### src/core/asc_pkg.sv
// package: constants for the async sram host controller
package asc_pkg;

    localparam int ADDR_W      = 19;
    localparam int DATA_W      = 24;
    localparam int LANE_W      = 8;
    localparam int LANES       = 3;

    // clock and pin timing, ns
    localparam int CLK_NS      = 25;
    localparam int T_RC_NS     = 8;   // read cycle, least
    localparam int T_PWE_NS    = 6;   // write pulse, least
    localparam int T_SD_NS     = 5;   // data setup to write end, least
    localparam int T_HZWE_NS   = 5;   // strobe low to memory high z, most
    localparam int T_HZOE_NS   = 5;   // gate high to memory high z, most

    // least times round up to whole cycles, never below one
    localparam int RD_CYC      = (T_RC_NS + CLK_NS - 1) / CLK_NS;
    localparam int WR_CYC      = ((T_PWE_NS > (T_HZWE_NS + T_SD_NS) ? T_PWE_NS : (T_HZWE_NS + T_SD_NS))
                                  + CLK_NS - 1) / CLK_NS;
    localparam int TURN_CYC    = (T_HZOE_NS + CLK_NS - 1) / CLK_NS;
    localparam int CNT_W       = 4;

    localparam logic [CNT_W-1:0] CNT_ZERO = 4'h0;
    localparam logic [CNT_W-1:0] CNT_ONE  = 4'h1;
    localparam logic [CNT_W-1:0] RD_CNT   = CNT_W'(RD_CYC);
    localparam logic [CNT_W-1:0] WR_CNT   = CNT_W'(WR_CYC);
    localparam logic [CNT_W-1:0] TURN_CNT = CNT_W'(TURN_CYC);

    localparam logic [LANES-1:0] LANES_OFF = 3'h7;

    typedef enum logic [2:0] {
        ASC_IDLE,
        ASC_RD_SEL,
        ASC_RD_HOLD,
        ASC_TURN,
        ASC_WR_SEL,
        ASC_WR_PULSE,
        ASC_WR_END
    } asc_state_t;

endpackage

### src/core/asc_sync2.sv
// two-flop synchroniser for a vector of pin inputs
`timescale 1ns/10ps

module asc_sync2
#(
    parameter int W = 1
)
(
    // clock and reset
    input  wire logic         i_clk_sys,
    input  wire logic         i_arst_n,
    // data
    input  wire logic [W-1:0] i_d,
    output logic      [W-1:0] o_q
);

    logic [W-1:0] meta_r;
    logic [W-1:0] meta_nxt;
    logic [W-1:0] q_nxt;

    always_comb
    begin
        meta_nxt = i_d;
        q_nxt    = meta_r;
    end

    always_ff @(posedge i_clk_sys or negedge i_arst_n)
    begin
        if (!i_arst_n)
        begin
            meta_r <= '0;
            o_q    <= '0;
        end
        else
        begin
            meta_r <= meta_nxt;
            o_q    <= q_nxt;
        end
    end

endmodule // asc_sync2

### src/core/asc_host.sv
// host controller driving a 24-bit async sram with three byte-lane selects
`timescale 1ns/10ps

// Function
// - every read keeps the write strobe high for the whole access.
// - the address is driven and stable before the combined select goes low.
// - every write holds the gate high, so the memory never drives and the host drives data on the same edge the strobe falls.
// - with all selects low and the strobe low the memory stores the whole 24-bit word and ignores the gate.
// - a write lasts only while selects and strobe overlap, and data is held through the edge that ends it.
module asc_host
    import asc_pkg::*;
(
    // clock and reset
    input  wire logic              i_clk_sys,
    input  wire logic              i_arst_n,
    // user request
    input  wire logic              i_req,
    input  wire logic              i_write,
    input  wire logic [ADDR_W-1:0] i_addr,
    input  wire logic [DATA_W-1:0] i_wdata,
    input  wire logic [LANES-1:0]  i_lane_en,
    output logic                   o_ready,
    output logic                   o_rvalid,
    output logic [DATA_W-1:0]      o_rdata,
    // memory pins
    output logic [ADDR_W-1:0]      o_sram_addr,
    output logic                   o_low_byte_select_n,
    output logic                   o_mid_byte_select_n,
    output logic                   o_high_byte_select_n,
    output logic                   o_sram_oe_n,
    output logic                   o_sram_we_n,
    output logic [DATA_W-1:0]      o_sram_dq,
    output logic [DATA_W-1:0]      o_sram_dq_oe_n,
    input  wire logic [DATA_W-1:0] i_sram_dq
);

    ////////////////////////////////////////////////////////////////////////////
    // pin input synchroniser
    logic [DATA_W-1:0] dq_sync;

    asc_sync2 #(.W(DATA_W)) u_dq_sync
    (
        .i_clk_sys (i_clk_sys),
        .i_arst_n  (i_arst_n),
        .i_d       (i_sram_dq),
        .o_q       (dq_sync)
    );

    ////////////////////////////////////////////////////////////////////////////
    // state
    asc_state_t        state_r,   state_nxt;
    logic [CNT_W-1:0]  cnt_r,     cnt_nxt;
    logic [ADDR_W-1:0] addr_r,    addr_nxt;
    logic [LANES-1:0]  sel_n_r,   sel_n_nxt;
    logic              oe_n_r,    oe_n_nxt;
    logic              we_n_r,    we_n_nxt;
    logic [DATA_W-1:0] dq_r,      dq_nxt;
    logic              dq_drv_r,  dq_drv_nxt;
    logic              ready_r,   ready_nxt;
    logic              rvalid_r,  rvalid_nxt;
    logic [DATA_W-1:0] rdata_r,   rdata_nxt;
    logic [LANES-1:0]  lane_en_r, lane_en_nxt;

    always_comb
    begin
        state_nxt   = state_r;
        cnt_nxt     = cnt_r;
        addr_nxt    = addr_r;
        sel_n_nxt   = sel_n_r;
        oe_n_nxt    = oe_n_r;
        we_n_nxt    = we_n_r;
        dq_nxt      = dq_r;
        dq_drv_nxt  = dq_drv_r;
        ready_nxt   = ready_r;
        rvalid_nxt  = 1'b0;
        rdata_nxt   = rdata_r;
        lane_en_nxt = lane_en_r;
        case (state_r)
            ASC_IDLE:
            begin
                // standby: all selects high, nothing driven
                sel_n_nxt  = LANES_OFF;
                we_n_nxt   = 1'b1;
                oe_n_nxt   = 1'b1;
                dq_drv_nxt = 1'b0;
                ready_nxt  = 1'b1;
                if (i_req && ready_r)
                begin
                    ready_nxt   = 1'b0;
                    // address goes out one cycle ahead of any select
                    addr_nxt    = i_addr;
                    lane_en_nxt = i_lane_en;
                    dq_nxt      = i_wdata;
                    state_nxt   = i_write ? ASC_WR_SEL : ASC_RD_SEL;
                end
            end
            ASC_RD_SEL:
            begin
                // strobe stays high throughout a read
                we_n_nxt  = 1'b1;
                oe_n_nxt  = 1'b0;
                // only enabled lanes are selected; others stay high z
                sel_n_nxt = ~lane_en_r;
                // sample after the pins settle plus the synchroniser lag
                cnt_nxt   = RD_CNT + CNT_ONE + CNT_ONE;
                state_nxt = ASC_RD_HOLD;
            end
            ASC_RD_HOLD:
            begin
                if (cnt_r == CNT_ZERO)
                begin
                    for (int l = 0; l < LANES; l++)
                    begin
                        // unselected lanes read as zero rather than floating bus noise
                        rdata_nxt[l*LANE_W +: LANE_W] = lane_en_r[l] ? dq_sync[l*LANE_W +: LANE_W] : '0;
                    end
                    rvalid_nxt = 1'b1;
                    sel_n_nxt  = LANES_OFF;
                    // gate high releases the memory's drivers
                    oe_n_nxt   = 1'b1;
                    cnt_nxt    = TURN_CNT;
                    state_nxt  = ASC_TURN;
                end
                else
                begin
                    cnt_nxt = cnt_r - CNT_ONE;
                end
            end
            ASC_TURN:
            begin
                // bus turnaround: memory is high z once gate and selects are high
                if (cnt_r == CNT_ZERO)
                begin
                    state_nxt = ASC_IDLE;
                end
                else
                begin
                    cnt_nxt = cnt_r - CNT_ONE;
                end
            end
            ASC_WR_SEL:
            begin
                // gate held high so the memory never drives while we do
                oe_n_nxt   = 1'b1;
                sel_n_nxt  = ~lane_en_r;
                dq_drv_nxt = 1'b1;
                we_n_nxt   = 1'b0;
                cnt_nxt    = WR_CNT;
                state_nxt  = ASC_WR_PULSE;
            end
            ASC_WR_PULSE:
            begin
                // overlap of selects and low strobe is the write window
                if (cnt_r == CNT_ONE)
                begin
                    // strobe ends the write; selects and data stay one more cycle
                    we_n_nxt  = 1'b1;
                    state_nxt = ASC_WR_END;
                end
                else
                begin
                    cnt_nxt = cnt_r - CNT_ONE;
                end
            end
            ASC_WR_END:
            begin
                // data released only after the strobe edge, and selects drop in the same cycle
                dq_drv_nxt = 1'b0;
                sel_n_nxt  = LANES_OFF;
                cnt_nxt    = TURN_CNT;
                state_nxt  = ASC_TURN;
            end
            default:
            begin
                state_nxt = ASC_IDLE;
            end
        endcase
    end

    always_ff @(posedge i_clk_sys or negedge i_arst_n)
    begin
        if (!i_arst_n)
        begin
            state_r   <= ASC_IDLE;
            cnt_r     <= CNT_ZERO;
            addr_r    <= '0;
            sel_n_r   <= LANES_OFF;
            oe_n_r    <= 1'b1;
            we_n_r    <= 1'b1;
            dq_r      <= '0;
            dq_drv_r  <= 1'b0;
            ready_r   <= 1'b0;
            rvalid_r  <= 1'b0;
            rdata_r   <= '0;
            lane_en_r <= '0;
        end
        else
        begin
            state_r   <= state_nxt;
            cnt_r     <= cnt_nxt;
            addr_r    <= addr_nxt;
            sel_n_r   <= sel_n_nxt;
            oe_n_r    <= oe_n_nxt;
            we_n_r    <= we_n_nxt;
            dq_r      <= dq_nxt;
            dq_drv_r  <= dq_drv_nxt;
            ready_r   <= ready_nxt;
            rvalid_r  <= rvalid_nxt;
            rdata_r   <= rdata_nxt;
            lane_en_r <= lane_en_nxt;
        end
    end

    ////////////////////////////////////////////////////////////////////////////
    // outputs, all flops
    assign o_ready              = ready_r;
    assign o_rvalid             = rvalid_r;
    assign o_rdata              = rdata_r;
    assign o_sram_addr          = addr_r;
    assign o_low_byte_select_n  = sel_n_r[0];
    assign o_mid_byte_select_n  = sel_n_r[1];
    assign o_high_byte_select_n = sel_n_r[2];
    assign o_sram_oe_n          = oe_n_r;
    assign o_sram_we_n          = we_n_r;
    assign o_sram_dq            = dq_r;
    assign o_sram_dq_oe_n       = {DATA_W{~dq_drv_r}};

endmodule // asc_host

### config.mk
export PLATFORM = sky130hd
export DESIGN_NAME = asc_host
export DESIGN_NICKNAME = d
export VERILOG_FILES = /design/src/core/asc_pkg.sv /design/src/core/asc_sync2.sv /design/src/core/asc_host.sv
export SDC_FILE = /design/constraint.sdc
export NUM_CORES = 1
export LEC_CHECK = 0
export ABC_CLOCK_PERIOD_IN_PS = 2600
export BUFFER_PORTS_ARGS = -buffer_cell sky130_fd_sc_hd__buf_2
export CORE_MARGIN = 2
export CORE_UTILIZATION = 25
export DETAILED_ROUTE_END_ITERATION = 12
export REMOVE_ABC_BUFFERS = 1
export SLEW_MARGIN = 20
export SYNTH_ARGS = -nofsm -noshare
export SYNTH_HDL_FRONTEND = slang
export SYNTH_SLANG_ARGS = --single-unit
### constraint.sdc
create_clock -name i_clk_sys -period 2.6 [get_ports i_clk_sys]
set_input_delay 0.13 -clock i_clk_sys [delete_from_list [all_inputs] [get_ports i_clk_sys]]
set_output_delay 0.13 -clock i_clk_sys [all_outputs]
set_load 0.01 [all_outputs]
After elaboration in Yosys (flattened, before gate mapping). Cells that the tools add are included.

$add $sub $neg: 1. Eq/ne operators: 13. Mux-type cells: 23. Bitwise logic cells: 2. Reduce and logical (&&, ||, !) cells: 20.

Operators by type and width (count): two-way mux 8 bit (3); case mux 3 bit (7 select lines) (1); case mux 4 bit (5 select lines) (1); two-way mux 3 bit (6); two-way mux 4 bit (3); inequality test 2 bit, second input constant (6); AND reduction 2 bit (5); OR reduction 2 bit (5); equality test 3 bit, second input constant (3); case mux 3 bit (3 select lines) (1); nonzero test 3 bit (3); equality test 3 x 2 -> 1 bit, second input constant (2); case mux 1 bit (3 select lines) (2); two-way mux 1 bit (5); nonzero test 5 bit (1); equality test 4 x 1 -> 1 bit, second input constant (1); zero test 4 bit (1); AND reduction 4 bit (1); subtractor 4 x 1 -> 4 bit, second input constant (1); equality test 3 x 1 -> 1 bit, second input constant (1); zero test 3 bit (1); NOT 3 bit (1); AND reduction 3 bit (1); case mux 1 bit (2 select lines) (1); 3 further kinds (3).

Register bits after elaboration: 133. Bits of input ports: 74. Output and inout port bits: 98.

Depth between registers and ports, before layout. Gate-level depths: netlist (run 1).

Word-level depth: 4. Mapped depth: 9. Depth with buffers taken out: 7.

Hierarchy. From an unflattened synthesis (run 1), not the netlist that was laid out.

Cells, all modules: 361. Area, all modules: 4883.4 sq um.

By module, submodules not included: asc_host (instances 1, cells an instance 313, area an instance 3682.3 sq um, seq. area each 2133.3 sq um); asc_sync2 (instances 1, cells an instance 48, area an instance 1201.2 sq um, seq. area each 1201.2 sq um).

Least setup slack after synthesis (run 1). Ideal clock, no wire load.

Kind: register -> register. From: register cnt_r[0]. To: register rdata_r[18], in the netlist o_rdata[18]. Arrival time: 1.962 ns. Data required time: 2.477 ns. Slack: 0.514 ns. Stages on the path, launching flop included: 10. Buffers on the path: 2. Path through: dfrtp_1 > inv_1 > ha_1 > or3b_4 > or2_1 > or3_4 > buf_6 > buf_6 > nand2_1 > o21ai_1.

Word-level cells in the longest chain between the ends: 2.

RTL lines: from (decl) (line asc_host.sv:52) `logic [CNT_W-1:0] cnt_r, cnt_nxt;`; from (signal assigned) (line asc_host.sv:200) `cnt_r <= cnt_nxt;`; zero test 4 bit (line asc_host.sv:110) `if (cnt_r == CNT_ZERO)`; AND reduction 2 bit (no source line); to (signal assigned) (line asc_host.sv:209) `rdata_r <= rdata_nxt;`; to (decl) (line asc_host.sv:61) `logic [DATA_W-1:0] rdata_r, rdata_nxt;`.

No other way between the ends. A chain may end at the register's enable or synchronous reset.

Worst setup path after layout (run 1).
From: register cnt_r[0]. To: register rdata_r[8], in the netlist o_rdata[8].

The elaborated chain is that of the path after synthesis.

==> summary.txt, run 1 <==
Pwr
  • Worst-case vdd ir drop: around 0.45 mV
  • Leak Pwr: 3.42 nW
  • Design Power: just under 8 mW
  • Power density cells: 1100 nW/µm²

Synth
  • Ys async rst share: 100%
  • Syn Area/Cell: 13.0 µm²
  • Post-Synthesis Cells: roughly 380
  • Synth warn: 0
  • Post-synthesis sequential area ratio: approximately two thirds
  • Yosys reg bits: approximately 130
  • Top FF cell, synth: dfrtp_1
  • Synth Cell Area: between 4000 and 5000 µm²
  • Synth cell types: 38
  • Post-synth EDFFs: 0

Min path
  • HP Start: i_write
  • Hold Path Sink: state_r[2]$_DFFE_PN0P_
  • Worst min-delay path class: in2reg
  • Hold depth: 3

Setup path
  • Critical-path cell list: inv_1 > ha_1 > or3b_4 > or2_1 > or3_4 > nand2_1 > o21ai_0
  • CP arrival: 2560 ps
  • CP peak stage delay: 530 ps
  • Critical Path Start Type: flip-flop
  • WS Path Type: reg2reg
  • Crit path max-delay family: simple AND/OR/NAND/NOR gates
  • Crit end category: flip-flop
  • Reg-to-Reg End: o_rdata[8]$_DFFE_PN0P_
  • CP max-delay cell: or3_4
  • R2r startpoint: cnt_r[0]$_DFFE_PN0P_
  • Maximum fanout along the worst path: slightly below 50
  • R2r setup slk: slightly above 300 ps
  • Worst path bufs/invs: 1
  • WP data required: between 2000 and 3000 ps
  • R2r worst-path depth: 7

Clock network
  • H-tree level count: 4
  • Maximum clock path buffer count: 2
  • CTS root buf: clkbuf_16
  • CTS tree: built
  • Number of CTS-inserted buffers: 17
  • Post-CTS sizing: 0
  • Clk_lat worst skew: slightly above 400 ps
  • Clock sink count: 133
  • Reg clk slew, reported paths: ~60 ps

Global route
  • Pin count of the biggest net entering global routing: just under 80
  • Global-route wire length before repair: 17600 µm
  • Total GRT Usage: 11.0%
  • Vias in the first global route: about 3600
  • GRT overflow: 0
  • Initial antenna violation count: 0

STA
  • RSZ-0062 raised after global routing: false
  • Setup ws final: roughly 300 ps
  • FMAX: approximately 440 MHz
  • Max Slew Vio Count: 0
  • Min Hold Slack: around 50 ps
  • Worst Skew: 7.92 ps
  • Final setup fails: 0
  • Final hold vios: 0
  • Slew margin rel.: 52.7%
  • Minimum clock period: ~2300 ps
  • Slew @ Worst Pin: between 700 and 800 ps
  • Tcrit/Tclk final: between 80% and 90%

Routing
  • Final WL: 11000 µm
  • Drt pass-1 iters: 6
  • ANT nets after route: 0
  • Via/cell ratio: between 3 and 4
  • Initial DRC Count: 121
  • Routed wire per std cell: 12.5 µm
  • Via Count: between 3000 and 4000
  • DRC viols: 0

Die
  • Core box area: around 19000 µm²
  • Die W: around 140 µm
  • Chip height: 144 µm
  • Ports: 172
  • Initial Utilization: 25.3%
  • Row Count: just over 50
  • Die Area: 20800 µm²

Placement
  • Number of port buffers: roughly 170
  • DPL Wire Length: 7000 µm
  • Routability cong.: between 0.7 and 0.8
  • DP Area: around 5900 µm²
  • Dpl ws: approximately 290 ps

Status
  • Status: finished, final reports clean

Run
  • Max-cap violations: 0

Layout
  • Design Area, Final: roughly 7200 µm²
  • Layout Nets: roughly 700
  • Antenna Cells: 0
  • Area delta synth->final: 47.5%
  • Share of layout cells above drive strength 1: between 40% and 50%
  • Final core occ: a little under two fifths
==> kinds of logic after synthesis <==
| family | share of synthesized area (%) |
|---|---|
| compound gates | 6.70 |
| simple gates | 8.35 |
| mux | 10.5 |
| flops | 67.9 |
| buf+inv | 5.76 |
| fa+ha+maj | 0.764 |
==> cells in the mapped netlist, drive strengths merged, types with 2 or more instances <==
library cell | instances | area share (%)
buf | 32 | 4.7
clkbuf | 8 | 0.64
nor2b | 3 | 0.38
or3 | 2 | 0.36
inv | 6 | 0.46
a2bb2oi | 4 | 0.71
o21ai | 35 | 3.6
ha | 3 | 0.76
dfrtp | 128 | 65
a21oi | 4 | 0.41
nand2 | 62 | 4.7
nor2 | 15 | 1.1
mux2 | 46 | 11
dfstp | 5 | 2.7
or4b | 2 | 0.41
a211oi | 3 | 0.46
a31oi | 2 | 0.25
nor3 | 3 | 0.31
==> power by group <==
part | leakage, nW | internal (mW) | switching, mW
clock | 0.297 | 1.62 | 0.888
combinational | 1.51 | 1.10 | 1.16
sequential | 1.62 | 2.74 | 0.443
total | 3.42 | 5.46 | 2.49
==> per-layer routing <==
layer / vias to the layer above / share of wire (%) / wire (µm) / GRT usage [%]
li1: 1708 / - / - / -
met1: 1669 / 42 / 4570 / 12.8
met2: 117 / 49 / 5390 / 17.9
met3: 16 / 6.8 / 752 / 4.97
met4: 0 / 2.6 / 288 / 4.34
met5: - / 0 / 0 / 0
==> per-stage QoR <==
stage | std cells | setup TNS, ps
3_3_place_gp | 779 | 0
5_1_grt | 882 | 0
2_1_floorplan | 337 | -45330
3_5_place_dp | 779 | 0
6_report | 882 | 0
4_1_cts | 882 | 0
==> flip-flops by register name (all words and copies together) (netlist names) <==
signal,count
o_rvalid,1
u_dq_sync.o_q,24
u_dq_sync.meta_r,24
o_rdata,24
o_sram_we_n,1
sel_n_r,3
cnt_r,4
state_r,3
o_ready,1
dq_drv_r,1
o_sram_addr,19
lane_en_r,3
o_sram_dq,24
o_sram_oe_n,1
==> layout make-up <==
class | instances | area (µm²)
Sequential cell | 133 | 3330
Fill cell | 1916 | 12200
Tap cell | 265 | 332
Timing Repair Buffer | 248 | 1630
Inverter | 6 | 22.5
Clock inverter | 14 | 184
Multi-Input combinational cell | 198 | 1300
Clock buffer | 18 | 439
==> worst max path at each step <==
stage / startpoint / to / slack [ps] / cells past startpoint
floorplan: state_r[2]$_DFFE_PN0P_ / lane_en_r[0]$_DFFE_PN0P_ / -970 / 3
global placement: cnt_r[0]$_DFFE_PN0P_ / o_rdata[12]$_DFFE_PN0P_ / 390 / 7
detailed placement: cnt_r[0]$_DFFE_PN0P_ / o_rdata[10]$_DFFE_PN0P_ / 290 / 7
CTS: cnt_r[0]$_DFFE_PN0P_ / o_rdata[10]$_DFFE_PN0P_ / 290 / 7
global route: cnt_r[0]$_DFFE_PN0P_ / o_rdata[3]$_DFFE_PN0P_ / 160 / 7
finish: cnt_r[0]$_DFFE_PN0P_ / o_rdata[8]$_DFFE_PN0P_ / 300 / 7
==> worst min-delay path: cells and delay by family <==
family | cells | cell delay, ps
AOI/OAI and AO/OA | 1 | 100
buffers and inverters | 1 | 90
and+or+nand+nor | 1 | 100
==> placed cells by master (no fill, tap or decap), types with 4 or more instances in the layout <==
cell | Yosys | final
clkinvlp_4 | 0 | 4
buf_4 | 23 | 5
clkinv_2 | 0 | 5
nor2_1 | 15 | 15
o21ai_1 | 9 | 9
a21oi_1 | 4 | 4
clkbuf_16 | 0 | 17
a2bb2oi_1 | 4 | 4
buf_2 | 6 | 170
bufinv_16 | 0 | 4
dlygate4sd3_1 | 0 | 71
dfstp_2 | 5 | 5
mux2_2 | 46 | 46
nand2_1 | 62 | 62
o21ai_0 | 26 | 26
dfrtp_1 | 128 | 128
inv_1 | 6 | 6
==> timing repair <==
item	in CTS	in global routing
hold endpoints to repair	138	0
hold buffers	71	0
buffers inserted	0	0
Power figures use the tool's default switching activity.
==> inputs of run 2 (changes only) <==
--- a/config.mk
+++ b/config.mk
@@ -7,6 +7,7 @@
 export LEC_CHECK = 0
 export ABC_CLOCK_PERIOD_IN_PS = 2600
 export BUFFER_PORTS_ARGS = -buffer_cell sky130_fd_sc_hd__buf_2
+export CORE_ASPECT_RATIO = 1.1
 export CORE_MARGIN = 2
 export CORE_UTILIZATION = 25
 export DETAILED_ROUTE_END_ITERATION = 12
==> run 2 against run 1 <==
Combinational power hardly changed. Maximum frequency shrank 0.50%. First-iteration DRC count fell by 1.7%. Register-to-register slack about the same. Count of clock-buffer cells in the layout grew 1. Setup slack got worse by 11 ps. Hold slack worse by 15 ps. Critical path depth unchanged. Cell count down 2.4%. Flip-flop and latch count did not move. Clock power about the same. Sequential power about the same. Largest power group unchanged.
==> summary.txt, run 2 (same netlist as run 1, synthesis figures left out) <==
Layout
  • Layout Nets: 679
  • Fill cells: about 1800
  • Antenna Cells: 0
  • Share of layout cells above drive strength 1: 42.5%
  • Design Area, Final: around 7200 µm²
  • Area delta synth->final: 47.0%
  • Most frequent cells in the layout: buf_2, dfrtp_1, dlygate4sd3_1
  • Most common cell after layout, fill and taps aside: buf_2

Global route
  • Pin count of the biggest net entering global routing: between 60 and 70
  • Initial antenna violation count: 0
  • Global-route wire length before repair: ~18000 µm
  • Vias in the first global route: 3598
  • GRT overflow: 0
  • Total GRT Usage: between 10% and 20%

Routing
  • Via/cell ratio: 4.13
  • Final WL: approximately 11000 µm
  • Via Count: 3559
  • Drt pass-1 iters: 4
  • Initial DRC Count: between 100 and 150
  • DRC viols: 0
  • ANT nets after route: 0
  • Routed wire per std cell: about 13 µm

STA
  • Final setup fails: 0
  • FMAX: 433 MHz
  • Minimum clock period: 2310 ps
  • Slew margin rel.: around 65%
  • RSZ-0062 raised after global routing: false
  • Tcrit/Tclk final: between 80 and 90%
  • Max Slew Vio Count: 0
  • Final hold vios: 0
  • Post-route setup TNS: 0 ps
  • Slew @ Worst Pin: 522 ps
  • Worst Skew: about 7 ps

Placement
  • Number of port buffers: between 150 and 200
  • DPL Wire Length: 7020 µm
  • Routability cong.: between 0.7 and 0.8
  • DP Area: roughly 5900 µm²

Setup path
  • WP data required: between 2000 and 3000 ps
  • WS Path Type: reg2reg
  • Critical Path Start Type: flip-flop
  • Crit end category: flip-flop
  • CP peak stage delay: between 500 and 600 ps
  • Critical-path cell list: inv_1 > ha_1 > or3b_4 > or2_1 > or3_4 > nand2_1 > o21ai_0
  • Crit path max-delay family: simple AND/OR/NAND/NOR gates
  • CP max-delay cell: or3_4
  • CP arrival: approximately 2600 ps
  • R2r worst-path depth: 7
  • Maximum fanout along the worst path: 49
  • CP Depth: 7
  • Worst path bufs/invs: 1

Clock network
  • Number of CTS-inserted buffers: 17
  • Post-CTS Setup Inserts: 0
  • CTS tree: built
  • Clock sink count: between 100 and 150
  • Clk_lat worst skew: 410 ps
  • Reg clk slew, reported paths: about 60 ps
  • CTS root buf: clkbuf_16
  • H-tree level count: 4
  • Maximum clock path buffer count: 2

Die
  • Die Area: just over 20000 µm²
  • Initial Utilization: 25.6%
  • Chip height: 151 µm
  • Row Count: 53
  • Die W: about 140 µm
  • Core box area: approximately 19000 µm²
  • Ports: about 170

Pwr
  • Worst-case vdd ir drop: ~0.45 mV
  • Leak Pwr: about 3.4 nW
  • Net Sw Frac: a little under a third
  • Sw Pwr: 2.50 mW
  • Power Internal: ~5.5 mW
  • Power density cells: around 1100 nW/µm²
  • Flop pwr share: between 40% and 50%
  • Clk network pwr share: 31.5%
  • Power share of the combinational group: 28.5%

Run
  • Max-cap violations: 0

Min path
  • Worst min-delay path class: in2reg
  • Hold depth: 3

Status
  • Status: finished, final reports clean
-- run 2: worst paths after layout --
path / startpoint / to / slack [ps]
worst max register to register: cnt_r[0]$_DFFE_PN0P_ / o_rdata[8]$_DFFE_PN0P_ / 290
worst max-delay path: cnt_r[0]$_DFFE_PN0P_ / o_rdata[8]$_DFFE_PN0P_ / 290
min in group asynchronous: i_arst_n / o_rvalid$_DFF_PN0_ / 220
worst min-delay path: i_write / state_r[2]$_DFFE_PN0P_ / 30
max in group asynchronous: i_arst_n / o_sram_dq[1]$_DFFE_PN0P_ / 1680
worst min register to register: u_dq_sync.meta_r[20]$_DFF_PN0_ / u_dq_sync.o_q[20]$_DFF_PN0_ / 340
-- run 2: through the flow --
step	worst slack (ps)	instances	hold slack [ps]	total power, mW	util (%)
after floorplan	-970	337	-166	4.38	-
after global placement	387	759	92.7	5.38	30.7
after detailed placement	296	759	93.4	5.43	30.7
after CTS	281	861	16.3	8.08	37.7
after global routing	178	861	61.2	8.50	37.7
final	293	861	34.2	7.97	37.7
-- run 2: repair_timing --
| item | 4_1_cts | 5_1_grt |
|---|---|---|
| endpoints found under the hold margin | 115 | 0 |
| hold buffers | 71 | 0 |
| endpoints found under the setup margin | 0 | 0 |
| resized for setup | 0 | 0 |
-- run 2: routing by layer --
layer | part of all wire, % | track usage [%] | up-vias | wire length [µm]
li1 | - | - | 1702 | -
met1 | 41 | 12.9 | 1728 | 4510
met2 | 51 | 18.8 | 113 | 5640
met3 | 6.8 | 4.22 | 16 | 758
met4 | 1.6 | 4.43 | 0 | 183
met5 | 0 | 0 | - | 0
-- run 2: area by class of cell --
| type | instances | area (µm²) | share of cell area [%] |
|---|---|---|---|
| multi-input combinational | 198 | 1300 | 18.0 |
| sequential | 133 | 3330 | 46.2 |
| tap | 247 | 309 | 4.28 |
| clock buffer | 19 | 443 | 6.14 |
| inverter | 6 | 22.5 | 0.312 |
| timing repair buffer | 246 | 1630 | 22.5 |
| clock inverter | 12 | 180 | 2.50 |
-- run 2: worst register-to-register path, stage by stage (launching register included) --
cell     delay, ps
dfrtp_1        430
inv_1          110
ha_1           170
or3b_4         410
or2_1          240
or3_4          550
nand2_1        140
o21ai_0        100
-- run 2: power by group through the flow --
stage | clock [mW] | combinational (mW) | sequential (mW)
finish | 2.51 | 2.27 | 3.19
detailed placement | 0 | 2.21 | 3.22
floorplan | 0 | 0.966 | 3.42
global route | 2.68 | 2.52 | 3.30
global placement | 0 | 2.17 | 3.21
CTS | 2.59 | 2.30 | 3.19
==> inputs of run 3 (changes only) <==
--- a/config.mk
+++ b/config.mk
@@ -11,7 +11,6 @@
 export CORE_MARGIN = 2
 export CORE_UTILIZATION = 25
 export DETAILED_ROUTE_END_ITERATION = 12
-export REMOVE_ABC_BUFFERS = 1
 export SLEW_MARGIN = 20
 export SYNTH_ARGS = -nofsm -noshare
 export SYNTH_HDL_FRONTEND = slang
==> run 3 against run 2 <==
Power is 0.65% higher. Register-to-register slack improved by 60 ps. Critical path depth unchanged. Critical endpoint is now o_rdata[23]$_DFFE_PN0P_. Largest cell class unchanged. Clock power is essentially flat. Routed wire length rose by 2.2%. Setup slack improved by 56 ps. Hold slack improved by 17 ps.
==> summary.txt, run 3 (same netlist as run 1, synthesis figures left out) <==
Layout
  • Fill cells: roughly 1800
  • Design Area, Final: about 7200 µm²
  • Register area: between 3000 and 4000 µm²
  • Most common cell after layout, fill and taps aside: buf_2
  • Share of layout cells above drive strength 1: between 40% and 50%
  • Most frequent cells in the layout: buf_2, dfrtp_1, dlygate4sd3_1
  • Area taken by multi-input logic gates: approximately 1300 µm²
  • Antenna Cells: 0
  • Area delta synth->final: 47.2%
  • Layout Nets: 680

Die
  • Ports: 172
  • Core box area: ~19000 µm²
  • Die Area: 20800 µm²
  • Initial Utilization: 25.6%
  • Chip height: around 150 µm
  • Die W: roughly 140 µm
  • Row Count: 53

Routing
  • ANT nets after route: 0
  • Initial DRC Count: 150
  • Drt pass-1 iters: 4
  • DRC viols: 0
  • Final WL: approximately 11000 µm
  • Via Count: about 3500
  • Routed wire per std cell: ~13 µm
  • Via/cell ratio: roughly 4.0

Setup path
  • CP arrival: 2530 ps
  • Maximum fanout along the worst path: 49
  • Reg-to-Reg End: o_rdata[23]$_DFFE_PN0P_
  • WP data required: 2880 ps
  • Crit end category: flip-flop
  • R2r worst-path depth: 7
  • R2r startpoint: cnt_r[0]$_DFFE_PN0P_
  • R2r setup slk: 350 ps
  • Critical Path Start Type: flip-flop
  • Critical Path Source: cnt_r[0]$_DFFE_PN0P_
  • WS Path Type: reg2reg

STA
  • Final setup fails: 0
  • Final hold vios: 0
  • Worst Skew: around 11 ps
  • FMAX: approximately 440 MHz
  • Slew margin rel.: just over 60%
  • Tcrit/Tclk final: between 80% and 90%
  • Slew @ Worst Pin: ~580 ps
  • Minimum clock period: 2250 ps
  • Max Slew Vio Count: 0
  • RSZ-0062 raised after global routing: false
  • Post-route setup TNS: 0 ps

Global route
  • Initial antenna violation count: 0
  • Pin count of the biggest net entering global routing: between 50 and 60
  • Total GRT Usage: between 10% and 20%
  • Global-route wire length before repair: between 15000 and 20000 µm
  • Vias in the first global route: 3532
  • GRT overflow: 0

Pwr
  • Sw Pwr: 2.56 mW
  • Power share of the combinational group: ~28%
  • Net Sw Frac: 31.9%
  • Clk network pwr share: a little under a third
  • Power Internal: roughly 5.5 mW
  • Worst-case vdd ir drop: 0.455 mV
  • Leak Pwr: 3.42 nW
  • Power density cells: ~1100 nW/µm²
  • Flop pwr share: between 30% and 40%

Min path
  • Worst min-delay path class: in2reg
  • Hold Path Sink: state_r[2]$_DFFE_PN0P_
  • HP Start: i_write
  • Hold depth: 3

Clock network
  • Clk_lat worst skew: approximately 420 ps
  • Clock sink count: between 100 and 150
  • Maximum clock path buffer count: 2
  • Reg clk slew, reported paths: ~60 ps
  • H-tree level count: 4
  • Post-CTS Setup Inserts: 0
  • Number of CTS-inserted buffers: 17
  • CTS tree: built
  • CTS root buf: clkbuf_16

Run
  • Max-cap violations: 0

Placement
  • Routability cong.: 0.726
  • DPL Wire Length: about 7500 µm
  • Number of port buffers: 171
  • DP Area: around 5900 µm²

Status
  • Status: finished, final reports clean

Synth
  • Syn Nets: 454
run 3: how the worst max path moves through the flow:
stage               depth (start not counted)                       to
floorplan                                   9  o_rdata[18]$_DFFE_PN0P_
global placement                            7   o_rdata[4]$_DFFE_PN0P_
detailed placement                          7  o_rdata[13]$_DFFE_PN0P_
CTS                                         7  o_rdata[13]$_DFFE_PN0P_
global route                                7   o_rdata[0]$_DFFE_PN0P_
finish                                      7  o_rdata[23]$_DFFE_PN0P_
run 3: what timing repair did:
action                                 4_1_cts  5_1_grt
hold buffers                                71        0
resized for setup                            0        0
endpoints found under the hold margin      121        0
run 3: area by class of cell:
class                           instances  area share [%]
Clock inverter                         13            2.72
Clock buffer                           18            5.94
Sequential cell                       133            46.1
Inverter                                6           0.312
Timing Repair Buffer                  247            22.6
Multi-Input combinational cell        198            18.0
Tap cell                              247            4.27
run 3: worst max-delay path: stages, from the launching register on:
cell and delay (ps):
dfrtp_1 440, inv_1 100, ha_1 170, or3b_4 410, or2_1 230, or3_4 530
nand2_1 140, o21ai_0 80
run 3: metal layers:
metal / share of wire [%] / track usage [%] / up-vias / wire (µm)
met1: 40 / 13.2 / 1662 / 4510
met4: 1.9 / 5.00 / 0 / 216
li1: - / - / 1700 / -
met5: 0 / 0 / - / 0
met2: 52 / 19.4 / 111 / 5930
met3: 6.0 / 3.95 / 15 / 685
run 3: metrics by stage:
stage | power [mW] | worst slack [ps] | cells | util, % | hold slack (ps)
6_report | 8.02 | 349 | 862 | 37.7 | 51.5
5_1_grt | 8.57 | 143 | 862 | 37.7 | 42.1
4_1_cts | 8.14 | 336 | 862 | 37.7 | 24.9
3_5_place_dp | 5.47 | 325 | 760 | 30.8 | 138
3_3_place_gp | 5.41 | 394 | 760 | 30.8 | 134
2_1_floorplan | 4.57 | 514 | 377 | - | -166
run 3: power groups by stage:
| stage | Sequential [mW] | Combinational [mW] | Clock, mW |
|---|---|---|---|
| 3_5_place_dp | 3.24 | 2.23 | 0 |
| 3_3_place_gp | 3.23 | 2.19 | 0 |
| 4_1_cts | 3.22 | 2.31 | 2.61 |
| 2_1_floorplan | 3.36 | 1.21 | 0 |
| 5_1_grt | 3.32 | 2.54 | 2.72 |
| 6_report | 3.20 | 2.27 | 2.54 |
